==> config.mk <==
export PLATFORM = sky130hd
export DESIGN_NAME = signaling_extract_reg_access
export DESIGN_NICKNAME = d
export VERILOG_FILES = /design/src/sigext_pkg.sv /design/src/sigext_store.sv /design/src/signaling_extract_reg_access.sv
export VERILOG_INCLUDE_DIRS = /design/src /design/src/src
export SDC_FILE = /design/constraint.sdc
export NUM_CORES = 1
export LEC_CHECK = 0
export ABC_AREA = 0
export BUFFER_PORTS_ARGS = -buffer_cell sky130_fd_sc_hd__buf_2
export CAP_MARGIN = 20
export CORE_ASPECT_RATIO = 1.5
export CORE_UTILIZATION = 60
export CTS_CLUSTER_SIZE = 25
export DETAILED_ROUTE_END_ITERATION = 10
export PLACE_DENSITY = 0.78
export SLEW_MARGIN = 20
export SYNTH_ARGS = -nofsm -noshare
export SYNTH_HDL_FRONTEND = slang
export SYNTH_SLANG_ARGS = --single-unit
==> constraint.sdc <==
create_clock -name clk -period 5.5 [get_ports clk]
set_input_delay 1.1 -clock clk [delete_from_list [all_inputs] [get_ports clk]]
set_output_delay 1.1 -clock clk [all_outputs]
set_load 0.01 [all_outputs]
==> src/sigext_params.svh <==
`ifndef SIGEXT_PARAMS_SVH
`define SIGEXT_PARAMS_SVH
`define OFF_CFG        8'h50
`define OFF_STAT       8'h51
`define OFF_ADDR       8'h52
`define OFF_DATA       8'h53
`define CFG_RESET      8'h00
`define CFG_VIEW_BIT   6
`define CFG_IRQEN_BIT  5
`define CFG_ESF_BIT    2
`define CFG_IND_BIT    1
`define CFG_PER_CHANNEL_CONFIG_ENABLE_BIT   0
`define CFG_WMASK      8'h67
`define BUSY_BIT       7
`define RNW_BIT        7
`define SEG1_LIMIT     7'h10
`define CFG_LO         7'h40
`define CFG_HI         7'h5F
`define ACCESS_CYCLES  4
`endif

==> src/sigext_pkg.sv <==
package sigext_pkg;
  typedef struct packed {
    logic       valid;
    logic       readNotWrite;
    logic [6:0] index;
    logic [7:0] wdata;
  } store_req_s;
  typedef struct packed {
    logic       done;
    logic [7:0] rdata;
  } store_rsp_s;
endpackage : sigext_pkg

==> src/sigext_store.sv <==
`timescale 1ns/1ps
`include "sigext_params.svh"
module sigext_store
  import sigext_pkg::*;
#(
  parameter int DEPTH   = 128,
  parameter int LATENCY = `ACCESS_CYCLES
) (
  // Clock and reset.
  input  wire logic       clk,
  input  wire logic       rst_b,
  input  wire logic       clkEn,
  // Request and answer.
  input  wire store_req_s req,
  output      store_rsp_s rsp,
  // Current signaling nibbles, one per channel, for entries 10H to 1FH.
  input  wire logic [127:0] sigNibbles
);
  initial begin
    if (DEPTH != 128 || LATENCY < 1 || LATENCY > 15) begin
      $error("sigext_store: unsupported parameters");
    end
  end
  logic [7:0] mem [DEPTH];
  logic [3:0] cnt_q;
  logic       rnw_q;
  logic [6:0] idx_q;
  logic [7:0] wd_q;
  logic [7:0] rdVal;
  // Signaling entries pair channel n with channel n+16.
  always_comb begin
    rdVal = mem[idx_q];
    if (idx_q < 7'h20) begin
      rdVal = {sigNibbles[{idx_q[3:0], 2'b00} +: 4],
               sigNibbles[{1'b1, idx_q[3:0], 2'b00} +: 4]};
    end
  end
  always_ff @(posedge clk or negedge rst_b) begin
    if (!rst_b) begin
      cnt_q <= 4'h0;
      rnw_q <= 1'b0;
      idx_q <= 7'h00;
      wd_q  <= 8'h00;
      rsp   <= '0;
    end else if (clkEn) begin
      rsp.done <= 1'b0;
      if (req.valid && cnt_q == 4'h0) begin
        cnt_q <= 4'(LATENCY);
        rnw_q <= req.readNotWrite;
        idx_q <= req.index;
        wd_q  <= req.wdata;
      end else if (cnt_q == 4'h1) begin
        cnt_q    <= 4'h0;
        rsp.done <= 1'b1;
        if (rnw_q) begin
          rsp.rdata <= rdVal;
        end
      end else if (cnt_q != 4'h0) begin
        cnt_q <= cnt_q - 4'h1;
      end
    end
  end
  // Array without reset keeps it mappable to RAM.
  always_ff @(posedge clk) begin
    if (clkEn && cnt_q == 4'h1 && !rnw_q && idx_q >= 7'h20) begin
      mem[idx_q] <= wd_q;
    end
  end
endmodule : sigext_store

==> src/signaling_extract_reg_access.sv <==
// The implementer's own choice: the address-and-strobe port.
`timescale 1ns/1ps
`include "sigext_params.svh"
// Summary of operation
// - View bit selects change flags or indirect.
// - Enabled signaling change drives low interrupt.
// - Format bit selects EXTENDED_SUPERFRAME_SELECT, T1 only.
// - Per-channel config enable drives perChannelConfigActive; it does not gate entries 40H-5FH.
// - Flags for timeslots 26-31, read clears.
// - Flags for timeslots 18-25, read clears.
// - T1 channels numbered 1 to 24.
// - Busy reads one during indirect access.
// - Status at local address 1, indirect view.
// - Address write launches access by index.
// - Bit 7 one reads, zero writes.
// - Segment 1 index starts no access.
// - Direct mode address access starts nothing.
// - Flags 9-16 and 1-8, read clears.
// - Data register holds write value, read result.
module signaling_extract_reg_access
  import sigext_pkg::*;
#(
  parameter int CHANNELS = 31
) (
  // Clock and reset.
  input  wire logic        clk,
  input  wire logic        rst_b,
  input  wire logic        clkEn,
  // Register port.
  input  wire logic [7:0]  addr,
  input  wire logic [7:0]  wrData,
  input  wire logic        wrStb,
  input  wire logic        rdStb,
  output      logic [7:0]  rdData,
  // Signaling path.
  input  wire logic        e1ModeSelect,
  input  wire logic [31:1] sigChange,
  input  wire logic [127:0] sigNibbles,
  // Controls to the stream logic.
  output      logic        extendedSuperframe,
  output      logic        perChannelConfigActive,
  output      logic        interruptOut_n
);
  initial begin
    if (CHANNELS != 31) begin
      $error("signaling_extract_reg_access: CHANNELS must be 31");
    end
  end

  logic [7:0]  cfg_q;
  logic [7:0]  addrCtl_q;
  logic [7:0]  data_q;
  logic        busy_q;
  logic [30:1] flags_q;
  store_req_s  req_q;
  store_rsp_s  rsp;
  logic        viewChange;
  logic [30:1] flagEvent;
  logic [30:1] flagClear;
  logic        cfgWr;
  logic        addrWr;
  logic        dataWr;
  logic        launch;

  assign viewChange = cfg_q[`CFG_VIEW_BIT];
  assign cfgWr  = wrStb && addr == `OFF_CFG;
  assign addrWr = wrStb && addr == `OFF_ADDR && !viewChange;
  assign dataWr = wrStb && addr == `OFF_DATA && !viewChange;
  // Segment 1 entries and direct mode never reach the store.
  assign launch = addrWr && cfg_q[`CFG_IND_BIT]
                  && wrData[6:0] >= `SEG1_LIMIT;

  // E1 skips timeslots 0 and 16; T1 channel n lands on flag n.
  always_comb begin
    flagEvent = '0;
    if (e1ModeSelect) begin
      flagEvent[15:1]  = sigChange[15:1];
      flagEvent[30:16] = sigChange[31:17];
    end else begin
      flagEvent[24:1]  = sigChange[24:1];
    end
  end

  always_comb begin
    flagClear = '0;
    if (rdStb && viewChange) begin
      case (addr)
        `OFF_CFG:  flagClear[30:25] = '1;
        `OFF_STAT: flagClear[24:17] = '1;
        `OFF_ADDR: flagClear[16:9]  = '1;
        `OFF_DATA: flagClear[8:1]   = '1;
        default:   flagClear = '0;
      endcase
    end
  end

  always_ff @(posedge clk or negedge rst_b) begin
    if (!rst_b) begin
      cfg_q <= `CFG_RESET;
    end else if (clkEn && cfgWr) begin
      cfg_q <= wrData & `CFG_WMASK;
    end
  end

  // A new event wins over the clearing read.
  always_ff @(posedge clk or negedge rst_b) begin
    if (!rst_b) begin
      flags_q <= '0;
    end else if (clkEn) begin
      flags_q <= (flags_q & ~flagClear) | flagEvent;
    end
  end

  always_ff @(posedge clk or negedge rst_b) begin
    if (!rst_b) begin
      addrCtl_q <= 8'h00;
      busy_q    <= 1'b0;
      req_q     <= '0;
    end else if (clkEn) begin
      req_q.valid <= 1'b0;
      if (addrWr) begin
        addrCtl_q <= wrData;
      end
      if (launch && !busy_q) begin
        busy_q             <= 1'b1;
        req_q.valid        <= 1'b1;
        req_q.readNotWrite <= wrData[`RNW_BIT];
        req_q.index        <= wrData[6:0];
        req_q.wdata        <= data_q;
      end else if (rsp.done) begin
        busy_q <= 1'b0;
      end
    end
  end

  always_ff @(posedge clk or negedge rst_b) begin
    if (!rst_b) begin
      data_q <= 8'h00;
    end else if (clkEn) begin
      if (rsp.done && req_q.readNotWrite) begin
        data_q <= rsp.rdata;
      end else if (dataWr) begin
        data_q <= wrData;
      end
    end
  end

  always_ff @(posedge clk or negedge rst_b) begin
    if (!rst_b) begin
      rdData <= 8'h00;
    end else if (clkEn) begin
      rdData <= 8'h00;
      if (rdStb) begin
        case (addr)
          `OFF_CFG: begin
            if (viewChange) begin
              rdData <= {1'b0, 1'b1, flags_q[30:25]};
            end else begin
              rdData <= cfg_q;
            end
          end
          `OFF_STAT: begin
            if (viewChange) begin
              rdData <= flags_q[24:17];
            end else begin
              rdData <= {busy_q, 7'h00};
            end
          end
          `OFF_ADDR: begin
            rdData <= viewChange ? flags_q[16:9] : addrCtl_q;
          end
          `OFF_DATA: begin
            rdData <= viewChange ? flags_q[8:1] : data_q;
          end
          default: rdData <= 8'h00;
        endcase
      end
    end
  end

  always_ff @(posedge clk or negedge rst_b) begin
    if (!rst_b) begin
      extendedSuperframe     <= 1'b0;
      perChannelConfigActive <= 1'b0;
      interruptOut_n         <= 1'b1;
    end else if (clkEn) begin
      extendedSuperframe <= cfg_q[`CFG_ESF_BIT] && !e1ModeSelect;
      perChannelConfigActive <= cfg_q[`CFG_PER_CHANNEL_CONFIG_ENABLE_BIT];
      interruptOut_n <= !(cfg_q[`CFG_IRQEN_BIT]
                          && |flags_q);
    end
  end

  sigext_store #(
    .DEPTH   (128),
    .LATENCY (`ACCESS_CYCLES)
  ) store (
    .clk        (clk),
    .rst_b      (rst_b),
    .clkEn      (clkEn),
    .req        (req_q),
    .rsp        (rsp),
    .sigNibbles (sigNibbles)
  );

  // These checks watch only what this block drives.
  a_busy_ends: assert property (
    @(posedge clk) disable iff (!rst_b)
    $rose(busy_q) |-> ##[1:8] !busy_q)
    else $error("busy did not clear");
  a_busy_hold: assert property (
    @(posedge clk) disable iff (!rst_b)
    (busy_q && !rsp.done) |=> busy_q)
    else $error("busy dropped before the access ended");
  a_seg1_idle: assert property (
    @(posedge clk) disable iff (!rst_b)
    (clkEn && addrWr && wrData[6:0] < `SEG1_LIMIT && !busy_q)
    |=> !busy_q)
    else $error("segment 1 index started an access");
  a_direct_idle: assert property (
    @(posedge clk) disable iff (!rst_b)
    (clkEn && addrWr && !cfg_q[`CFG_IND_BIT] && !busy_q)
    |=> !busy_q)
    else $error("direct mode started an access");
  a_launch_busy: assert property (
    @(posedge clk) disable iff (!rst_b)
    (clkEn && launch && !busy_q) |=> busy_q)
    else $error("launch did not set busy");
  a_status_read: assert property (
    @(posedge clk) disable iff (!rst_b)
    (clkEn && rdStb && !viewChange && addr == `OFF_STAT)
    |=> rdData == {$past(busy_q), 7'h00})
    else $error("status read does not show busy");
  a_cfg_read: assert property (
    @(posedge clk) disable iff (!rst_b)
    (clkEn && rdStb && !viewChange && addr == `OFF_CFG)
    |=> rdData == $past(cfg_q))
    else $error("indirect view does not show config");
  a_flag_clear: assert property (
    @(posedge clk) disable iff (!rst_b)
    (clkEn && rdStb && viewChange && addr == `OFF_DATA
     && sigChange[8:1] == 8'h00) |=> flags_q[8:1] == 8'h00)
    else $error("flags 1-8 not cleared by read");
  a_mid_clear: assert property (
    @(posedge clk) disable iff (!rst_b)
    (clkEn && rdStb && viewChange && addr == `OFF_STAT
     && sigChange[25:17] == 9'h000) |=> flags_q[24:17] == 8'h00)
    else $error("flags 17-24 not cleared by read");
  a_hi_clear: assert property (
    @(posedge clk) disable iff (!rst_b)
    (clkEn && rdStb && viewChange && addr == `OFF_CFG
     && sigChange[31:26] == 6'h00) |=> flags_q[30:25] == 6'h00)
    else $error("flags 25-30 not cleared by read");
  a_flag_set: assert property (
    @(posedge clk) disable iff (!rst_b)
    (clkEn && !e1ModeSelect && sigChange[20]) |=> flags_q[20])
    else $error("channel change not flagged");
  a_t1_last: assert property (
    @(posedge clk) disable iff (!rst_b)
    (clkEn && !e1ModeSelect && sigChange[24]) |=> flags_q[24])
    else $error("last channel change not flagged");
  a_e1_top: assert property (
    @(posedge clk) disable iff (!rst_b)
    (clkEn && e1ModeSelect && sigChange[31]) |=> flags_q[30])
    else $error("top timeslot change not flagged");
  a_t1_top: assert property (
    @(posedge clk) disable iff (!rst_b)
    (clkEn && !e1ModeSelect && flags_q[30:25] == 6'h00)
    |=> flags_q[30:25] == 6'h00)
    else $error("top flags set outside E1 mode");
  a_irq_mask: assert property (
    @(posedge clk) disable iff (!rst_b)
    (clkEn && !cfg_q[`CFG_IRQEN_BIT]) |=> interruptOut_n)
    else $error("interrupt not suppressed");
  a_irq_hold: assert property (
    @(posedge clk) disable iff (!rst_b)
    (clkEn && cfg_q[`CFG_IRQEN_BIT] && |flags_q) |=> !interruptOut_n)
    else $error("interrupt not raised");
  a_esf_e1: assert property (
    @(posedge clk) disable iff (!rst_b)
    (clkEn && e1ModeSelect) |=> !extendedSuperframe)
    else $error("format bit not ignored in E1 mode");
  a_pcc_off: assert property (
    @(posedge clk) disable iff (!rst_b)
    (clkEn && !cfg_q[`CFG_PER_CHANNEL_CONFIG_ENABLE_BIT]) |=> !perChannelConfigActive)
    else $error("per-channel config active while disabled");
  a_data_write: assert property (
    @(posedge clk) disable iff (!rst_b)
    (clkEn && dataWr && !rsp.done) |=> data_q == $past(wrData))
    else $error("write value not held in data register");
  a_read_data: assert property (
    @(posedge clk) disable iff (!rst_b)
    (clkEn && rsp.done && req_q.readNotWrite) |=> data_q == $past(rsp.rdata))
    else $error("read result not captured");

  c_read: cover property (@(posedge clk) rsp.done && req_q.readNotWrite);
  c_write: cover property (@(posedge clk) rsp.done && !req_q.readNotWrite);
  c_irq: cover property (@(posedge clk) $fell(interruptOut_n));
  c_freeze: cover property (@(posedge clk) !clkEn && wrStb);
  c_clear: cover property (@(posedge clk) |flagClear && |flags_q);
endmodule : signaling_extract_reg_access

[Word-level counts from Yosys, hierarchy flattened]
Memories as Yosys holds them, arrays and structs flattened.
Index checks and enable logic that the tools add are counted.
Storage, ports and cells
  register bits after elaboration: 109
  memory bits (writable): 1024
  output and inout bits: 11
  memories kept: 1
Cells by class
  add/sub/neg operators: 1
  $lt $le $gt $ge: 3
  equal/unequal tests: 5
  shift-type cells: 2
  mux-type cells: 27
  bitwise gates (word level): 4
  reduce and logical (&&, ||, !) cells: 35
Memory list
  store.mem: depth 128, width 8, read ports 1, clocked after memory_dff 0, write ports 1, line sigext_store.sv:24  | logic [7:0] mem [DEPTH];
Operator list (number)
  $shiftx A128 B7 Y4: 1
  $shiftx A128 B8 Y4: 1
  $mux W8: 11
  $eq A8 B7 Y1 const B: 4
  $pmux W8 S4: 1
  $and A30 B30 Y30: 1
  $mux W30: 1
  $not A30 Y30: 1
  $or A30 B30 Y30: 1
  $reduce_or A30 Y1: 1
  $mux W24: 1
  $mux W9: 2
  $logic_and A1 B1 Y1: 17
  $mux W17: 1
  $mux W4: 3
  $mux W6: 2
  $reduce_and A2 Y1: 6
  $ge A7 B5 Y1 const B: 1
  $ge A7 B6 Y1 const B: 1
  $lt A7 B6 Y1 const B: 1
  $mux W7: 1
  $logic_not A1 Y1: 5
  $eq A4 B1 Y1 const B: 1
  $logic_not A4 Y1: 1
  7 further kinds: 11

[Logic depth before layout (Yosys ltp)]
Gate-level depths: netlist (run 1).
  depth after elaboration: 8
  mapped depth: 11
  mapped depth without buffers: 7

[Cells and area by module]
From an unflattened synthesis (run 1), not the netlist that was laid out.
Second synthesis, totals
  cells, all modules: 2091
  area, all modules: 36243.5 um^2
By module, submodules not included
  sigext_store: times used 1, cells each 1804, area each 32503.7 um^2
  signaling_extract_reg_access: times used 1, cells each 287, area each 3739.8 um^2

[Worst setup path before layout (run 1)]
Ideal clock, no wire load.
  kind: in2reg
  start: input port addr[7]
  end: register req_q[10] (netlist bit)
  arrival: 3.190 ns
  required time: 5.375 ns
  slack: 2.185 ns
  cell stages on the path: 8
  cell sequence: nand4bb_1 > or4b_4 > or3_1 > buf_6 > nor3b_4 > o31ai_2 > buf_6 > mux2_4
Between the ends
  word-level cells in the longest chain between the ends: 7
Ends and longest elaborated chain
  start, declared: line signaling_extract_reg_access.sv:30  | input wire logic [7:0] addr,
  $eq A8 B7 Y1
  $logic_and A1 B1 Y1 (no source line)
  $logic_and A1 B1 Y1: line signaling_extract_reg_access.sv:67  | assign addrWr = wrStb && addr == `OFF_ADDR && !viewChange;
  $logic_and A1 B1 Y1: line signaling_extract_reg_access.sv:70  | assign launch = addrWr && cfg_q[`CFG_IND_BIT]
  $logic_and A1 B1 Y1 (no source line)
  $logic_and A1 B1 Y1: line signaling_extract_reg_access.sv:124  | if (launch && !busy_q) begin
  $reduce_and A2 Y1 (no source line)
  end, declared: line signaling_extract_reg_access.sv:55  | store_req_s req_q;
Every way passes these cells.
A chain may end at the register's enable or synchronous reset.

[Worst setup path in the final report (run 1)]
  start: register store.idx_q[0]
  end: register, netlist name store.rsp[7]
Between the ends
  word-level cells in the longest chain between the ends: 2
Ends and longest elaborated chain
  start, declared: line sigext_store.sv:27  | logic [6:0] idx_q;
  start signal, assigned: line sigext_store.sv:50  | idx_q <= req.index;
  $mem_v2 Z128 W8 (tied with other cells)
  $mux W8 *: line sigext_store.sv:33  | if (idx_q < 7'h20) begin
Every way passes the cells marked *; elsewhere a longest branch is shown, timed or not.

==> flow_summary.ini, run 1 <==
[yosys]
synth_seq_cells = 877
yosys.cell_types.count = 67
syn-mean-instance-area_um2 = 15.82
number_of_flops_mapped_to_enable_cells_by_yosys = 768
synth_most_common_cell = edfxtp_1
post_synth_most_frequent_cells = edfxtp_1, mux2i_1, nor2_1, o22ai_1, dfrtp_1
synth_ff_type = edfxtp_1
synthTopCellsByArea = edfxtp_1, mux2i_1, dfrtp_1
count_of_mapped_cells_out_of_synthesis = 2266
syn-num-nets = 2450
yosysTopAreaCellShare_pct = 64.35
synth_area_um2 = 35840
synth-seq-area-share_pct = 71.96
synthDominantAreaCellType = edfxtp_1
synth_warnings = 0
async_flop_share_pct = 12.43

[critical_path]
critical_path_arrival_ns = 4.46
path_cells = buf_4 > mux2i_1 > o22ai_1 > o21ai_0 > a41oi_1 > a21oi_1 > a31oi_1
path_max_fanout = 64
worstPathRequired_ns = 5.95
worstSetupStartpointType = flop
timing.critical_path.to_type = flop
crit_path_start = store.idx_q[0]
cpPeakStageDelay_ns = 0.93
timing.setup.critical_path_class = reg -> reg
r2r_end = store.rsp[7]
r2r.worst_path.cells = 7
rrSetupSlack_ns = 1.49
regToRegStartpoint = store.idx_q[0]
slowest_stage = buf_4

[worst_hold_path]
worst_hold_path_type = reg -> reg
timing.hold.worst_path_depth = 1
min-delay-start = rdData[7]
worst_hold_path.endpoint = rdData[7]

[clocking]
post-cts-setup-buffers = 0
clockRootBuffer = clkbuf_16
tritoncts_clock_tree = built
worst_skew_pair.late_latency_ns = 0.64
postCtsResizedCells = 0
ctsLongestPathBuffers = 3
cts.htree.levels = 3
cts.hold.buffers_added = 0
clock_sink_count = 877
numCtsBuffers = 75
clkSlewWorstSetupHoldPaths_ns = 0.07

[detailed_routing]
detailroute.via_count = 22580
ant_nets = 0
drc = 0
met1_length_mm = 33.24
drtPass1Iterations = 7
drt-vias-per-instance = 6.921
top_layer_used = met4
drt-wirelength-per-cell_um = 29.92
drt_wl_total_mm = 97.63
dr_wl_met3_mm = 9.227
drt-initial-drc-count = 3123
dr_wl_met2_mm = 48.80

[floorplanning]
starting_utilization_of_the_core_area_pct = 60.83
die_width_um = 201.6
dieArea_um2 = 60730
design.portCount = 192
core-area_um2 = 58920
placementRows = 109
dieHeight_um = 301.3

[sta]
final_max_slew_viol_count = 0
rsz0062_at_grt = false
final_period_minus_worst_setup_slack_ns = 4.007
max_slew_margin_pct = 15.64
hold-worst-slack_ns = 0.4807
final-setup-viol-count = 0
hold_viol = 0
total_neg_setup_slack_ns = 0
pin_slew_with_the_least_headroom_to_its_limit_ns = 1.262
finClkSkew_ns = 0.02520
fmax_mhz = 249.5
share_of_the_cycle_needed_by_the_critical_path_after_routing_pct = 72.86

[place]
final_hpwl_from_detailed_placement_mm = 61.71
dpl_cell_area_um2 = 37580
port-buffer-count = 191
placed_insts = 3129
weighted_congestion_at_the_end_of_routability_driven_global_placement = 0.9873

[power_and_ir_drop]
p_leak_nw = 11.58
power-per-cell-area_nw_per_um2 = 319.4
vdd.ir_drop.worst_uv = 240.3

[finish]
nets = 2613
num_antenna_cells = 0
flow.area_growth_from_synthesis_pct = 11.69
share_of_layout_cells_above_drive_strength_1_pct = 18.62
finish.cell_count_without_fillers = 3263
seq_area_um2 = 25810
final_core_util_pct = 67.94
multi_input_area_um2 = 9413
finish.instance_area_um2 = 40030
n_fill_cell = 3814

[global_routing]
antenna_violations_before_repair = 0
total_routing_usage_reported_by_global_routing_pct = 32.17
global_route_wire_length_before_repair_mm = 142.6
globalRouteOverflowTotal = 0
grt_start_max_net_pins = 127
grt_pass1_vias = 22380

[status]
run_status = completed

[flow_run]
cap_violations = 0
## how the worst max path moves through the flow
stage,to,slack (ns),cells past startpoint
CTS,store.rsp[7],1.70,7
finish,store.rsp[7],1.49,7
global route,store.rsp[7],1.47,7
detailed placement,store.mem[123][3],1.42,5
global placement,store.mem[80][1],1.56,5
floorplan,req_q[10],2.18,8
## logic make-up (layout without fill, tap and decap cells)
group,after synthesis,after routing,synth area share (%)
flops,877,877,71.96
compound gates,528,528,10.04
mux,407,407,12.32
simple gates,285,285,3.708
buf+inv,166,386,1.868
fa+ha+maj,3,3,0.1047
## registers in the layout, indices dropped and copies added (netlist names)
register	flops
addrCtl_q	8
busy_q	1
cfg_q	5
data_q	8
extendedSuperframe	1
flags_q	30
interruptOut_n	1
perChannelConfigActive	1
rdData	8
req_q	17
store.cnt_q	4
store.idx_q	7
store.mem	768
store.rnw_q	1
store.rsp	9
store.wd_q	8
## cells in the final DEF, fill, tap and decap left out, types with 11 or more instances in the layout
cell / count
a22o_1: 30
buf_4: 50
a31oi_1: 23
dfrtp_1: 97
buf_2: 190
mux2_2: 68
o22ai_1: 134
edfxtp_1: 768
a221oi_1: 46
a22oi_1: 41
clkbuf_16: 76
nor3_1: 15
clkinv_1: 15
mux2i_1: 315
a21oi_1: 50
mux4_2: 18
nand2_1: 49
nor2_1: 134
a41oi_1: 15
nor4_1: 11
clkbuf_1: 19
nand3_1: 14
o2bb2ai_1: 14
o21ai_0: 105
nor2b_1: 14
## report_power, final
group	leakage (nW)	switching (mW)	total, mW	internal, mW
combinational	3.80	0.136	0.248	0.112
clock	1.17	2.36	5.35	2.99
sequential	6.61	0.0246	7.19	7.16
total	11.6	2.52	12.8	10.3
## per-stage QoR
| stage | setup WS, ns | total power, mW |
|---|---|---|
| after global placement | 1.561 | 7.551 |
| after floorplan | 2.185 | 7.438 |
| after detailed placement | 1.423 | 7.571 |
| after global routing | 1.469 | 13.07 |
| final | 1.493 | 12.78 |
| after CTS | 1.704 | 12.80 |
## per-layer routing
| layer | vias up | track usage [%] |
|---|---|---|
| met3 | 352 | 4.603 |
| met1 | 11150 | 39.22 |
| met4 | 0 | 19.82 |
| met5 | - | 0 |
| li1 | 9405 | - |
| met2 | 1678 | 54.51 |
## final cells by class
type | instances | area share (%)
clock buffers | 95 | 4.929
flip-flops and latches | 877 | 64.48
clock inverters | 39 | 1.157
repair buffers | 242 | 3.401
multi-input cells | 1223 | 23.51
inverters | 10 | 0.09377
well taps | 777 | 2.429
## critical path, delay by kind of cell (launching register included)
family / cells / cell delay, ns
DFF: 1 / 0.89
AOI/OAI and AO/OA: 5 / 1.54
muxes: 1 / 0.32
buffers and inverters: 1 / 0.93
Note: power is estimated with default switching activity, not from simulation.
==> run 2: changes to the inputs <==
--- a/config.mk
+++ b/config.mk
@@ -10,10 +10,10 @@
 export BUFFER_PORTS_ARGS = -buffer_cell sky130_fd_sc_hd__buf_2
 export CAP_MARGIN = 20
 export CORE_ASPECT_RATIO = 1.5
-export CORE_UTILIZATION = 60
+export CORE_UTILIZATION = 54
 export CTS_CLUSTER_SIZE = 25
 export DETAILED_ROUTE_END_ITERATION = 10
-export PLACE_DENSITY = 0.78
+export PLACE_DENSITY = 0.75
 export SLEW_MARGIN = 20
 export SYNTH_ARGS = -nofsm -noshare
 export SYNTH_HDL_FRONTEND = slang
==> constraint.sdc (replaced) <==
create_clock -name clk -period 3.47 [get_ports clk]
set_input_delay 0.694 -clock clk [delete_from_list [all_inputs] [get_ports clk]]
set_output_delay 0.694 -clock clk [all_outputs]
set_load 0.01 [all_outputs]
==> flow_summary.ini, run 2 (synthesis gave the netlist of run 1 again) <==
[clocking]
clockRootBuffer = clkbuf_16
numCtsBuffers = 76
postCtsResizedCells = 0
worst_skew_pair.late_latency_ns = 0.64
cts.hold.buffers_added = 0
post-cts-setup-buffers = 0
ctsLongestPathBuffers = 3
cts.htree.levels = 3
tritoncts_clock_tree = built
clock_sink_count = 877
clkSlewWorstSetupHoldPaths_ns = 0.07

[critical_path]
path_max_fanout = 30
worstPathRequired_ns = 3.97
slowest_stage = dfrtp_4
worstSetupStartpointType = flop
r2r.worst_path.cells = 6
cpPeakStageDelay_ns = 0.80
timing.setup.critical_path_class = reg -> reg
critPathMostFrequentCell = nor3_1
critical_path_arrival_ns = 3.74
timing.critical_path.to_type = flop
path_cells = buf_4 > mux4_2 > nor3_1 > nor4_1 > nor3_1 > a31oi_1

[global_routing]
global_route_wire_length_before_repair_mm = 142.3
globalRouteOverflowTotal = 0
grt_pass1_vias = 22740
antenna_violations_before_repair = 6
total_routing_usage_reported_by_global_routing_pct = 28.73
grt_start_max_net_pins = 98

[detailed_routing]
ant_nets = 0
top_layer_used = met5
drc = 0
dr_wl_met3_mm = 8.917
drt-initial-drc-count = 2693
drtPass1Iterations = 6
dr_wl_met2_mm = 47.65
detailroute.via_count = 22630
drt-vias-per-instance = 6.452
met1_length_mm = 33.93
drt-wirelength-per-cell_um = 27.59
drt_wl_total_mm = 96.77

[sta]
fmax_mhz = 308.7
finClkSkew_ns = 0.01769
share_of_the_cycle_needed_by_the_critical_path_after_routing_pct = 93.36
max_slew_margin_pct = 24.18
pin_slew_with_the_least_headroom_to_its_limit_ns = 1.137
final_max_slew_viol_count = 0
hold_viol = 0
total_neg_setup_slack_ns = 0
rsz0062_at_grt = false
final_period_minus_worst_setup_slack_ns = 3.240
final-setup-viol-count = 0

[finish]
top_register = store.mem
final_core_util_pct = 63.43
final_cell_mix = edfxtp_1, mux2i_1, buf_2, buf_4
layout_commonest_cell = edfxtp_1
n_fill_cell = 4534
nets = 2754
share_of_layout_cells_above_drive_strength_1_pct = 23.54
flow.area_growth_from_synthesis_pct = 16.12
largest_registers = store.mem (768), flags_q (30), req_q (17)
largest_reg_flops = 768

[floorplanning]
starting_utilization_of_the_core_area_pct = 54.62
dieHeight_um = 317.5
core-area_um2 = 65610
dieArea_um2 = 67420
die_width_um = 212.3
placementRows = 115
design.portCount = 192

[power_and_ir_drop]
p_leak_nw = 12.49
vdd.ir_drop.worst_uv = 377.3
power-per-cell-area_nw_per_um2 = 495.6
finalPower_mw = 20.63

[status]
run_status = completed

[worst_hold_path]
worst_hold_path_type = in -> async

[flow_run]
cap_violations = 0

[place]
port-buffer-count = 191
final_hpwl_from_detailed_placement_mm = 62.81
weighted_congestion_at_the_end_of_routability_driven_global_placement = 1.004
[run 2: cell types whose count changed in the layout (fill, tap and decap cells not counted), sizes merged]
cell / delta
clkbuf: -4
diode: +5
clkinvlp: -2
bufinv: +3
clkinv: +2
buf: +140
[run 2: layout make-up]
type                       count  area [um2]  share of cell area [%]
tap                          877        1097                   2.637
multi-input combinational   1223        9407                   22.60
timing repair buffer         382        2668                   6.410
sequential                   877       25810                   62.03
clock inverter                42       538.0                   1.293
clock buffer                  91        2042                   4.907
antenna                        5       12.51                 0.03007
inverter                      10       37.54                 0.09020
[run 2: power breakdown]
part | leakage [nW] | internal (mW) | total, mW | switching (mW)
logic | 4.61 | 0.182 | 0.411 | 0.229
registers | 6.61 | 11.4 | 11.4 | 0.0394
clock network | 1.27 | 5.11 | 8.83 | 3.72
[run 2: final timing paths]
check	startpoint	endpoint	slack [ns]
max	store.idx_q[0]	store.rsp[0]	0.23
min	rst_b	flags_q[23]	0.14
min in group clk	sigChange[14]	flags_q[14]	0.30
max reg2reg	store.idx_q[0]	store.rsp[0]	0.23
max in group asynchronous	rst_b	interruptOut_n	2.57
min reg2reg	cfg_q[5]	interruptOut_n	0.46
[run 2: metal layers]
| metal | vias up | GRT usage (%) |
|---|---|---|
| li1 | 9674 | - |
| met1 | 11210 | 34.17 |
| met2 | 1437 | 47.89 |
| met3 | 307 | 5.313 |
| met4 | 2 | 18.34 |
| met5 | - | 0 |
[run 2: worst max-delay path, delay by kind of cell (launching register included)]
kind,cells,cell delay [ns]
simple gates,3,1.04
compound gates,1,0.14
flops,1,0.80
buf+inv,1,0.50
mux,1,0.57
[run 2: through the flow]
step                      worst slack [ns]  instance area, um2  hold slack (ns)  instances
after floorplan                     0.5609               35840           0.3984       2266
after global placement              0.3611               39020           0.4342       3369
after detailed placement            0.4025               39020           0.4406       3369
after CTS                           0.3841               41600           0.1427       3502
after global routing                0.2530               41620           0.1772       3507
final                               0.2304               41620           0.1364       3507
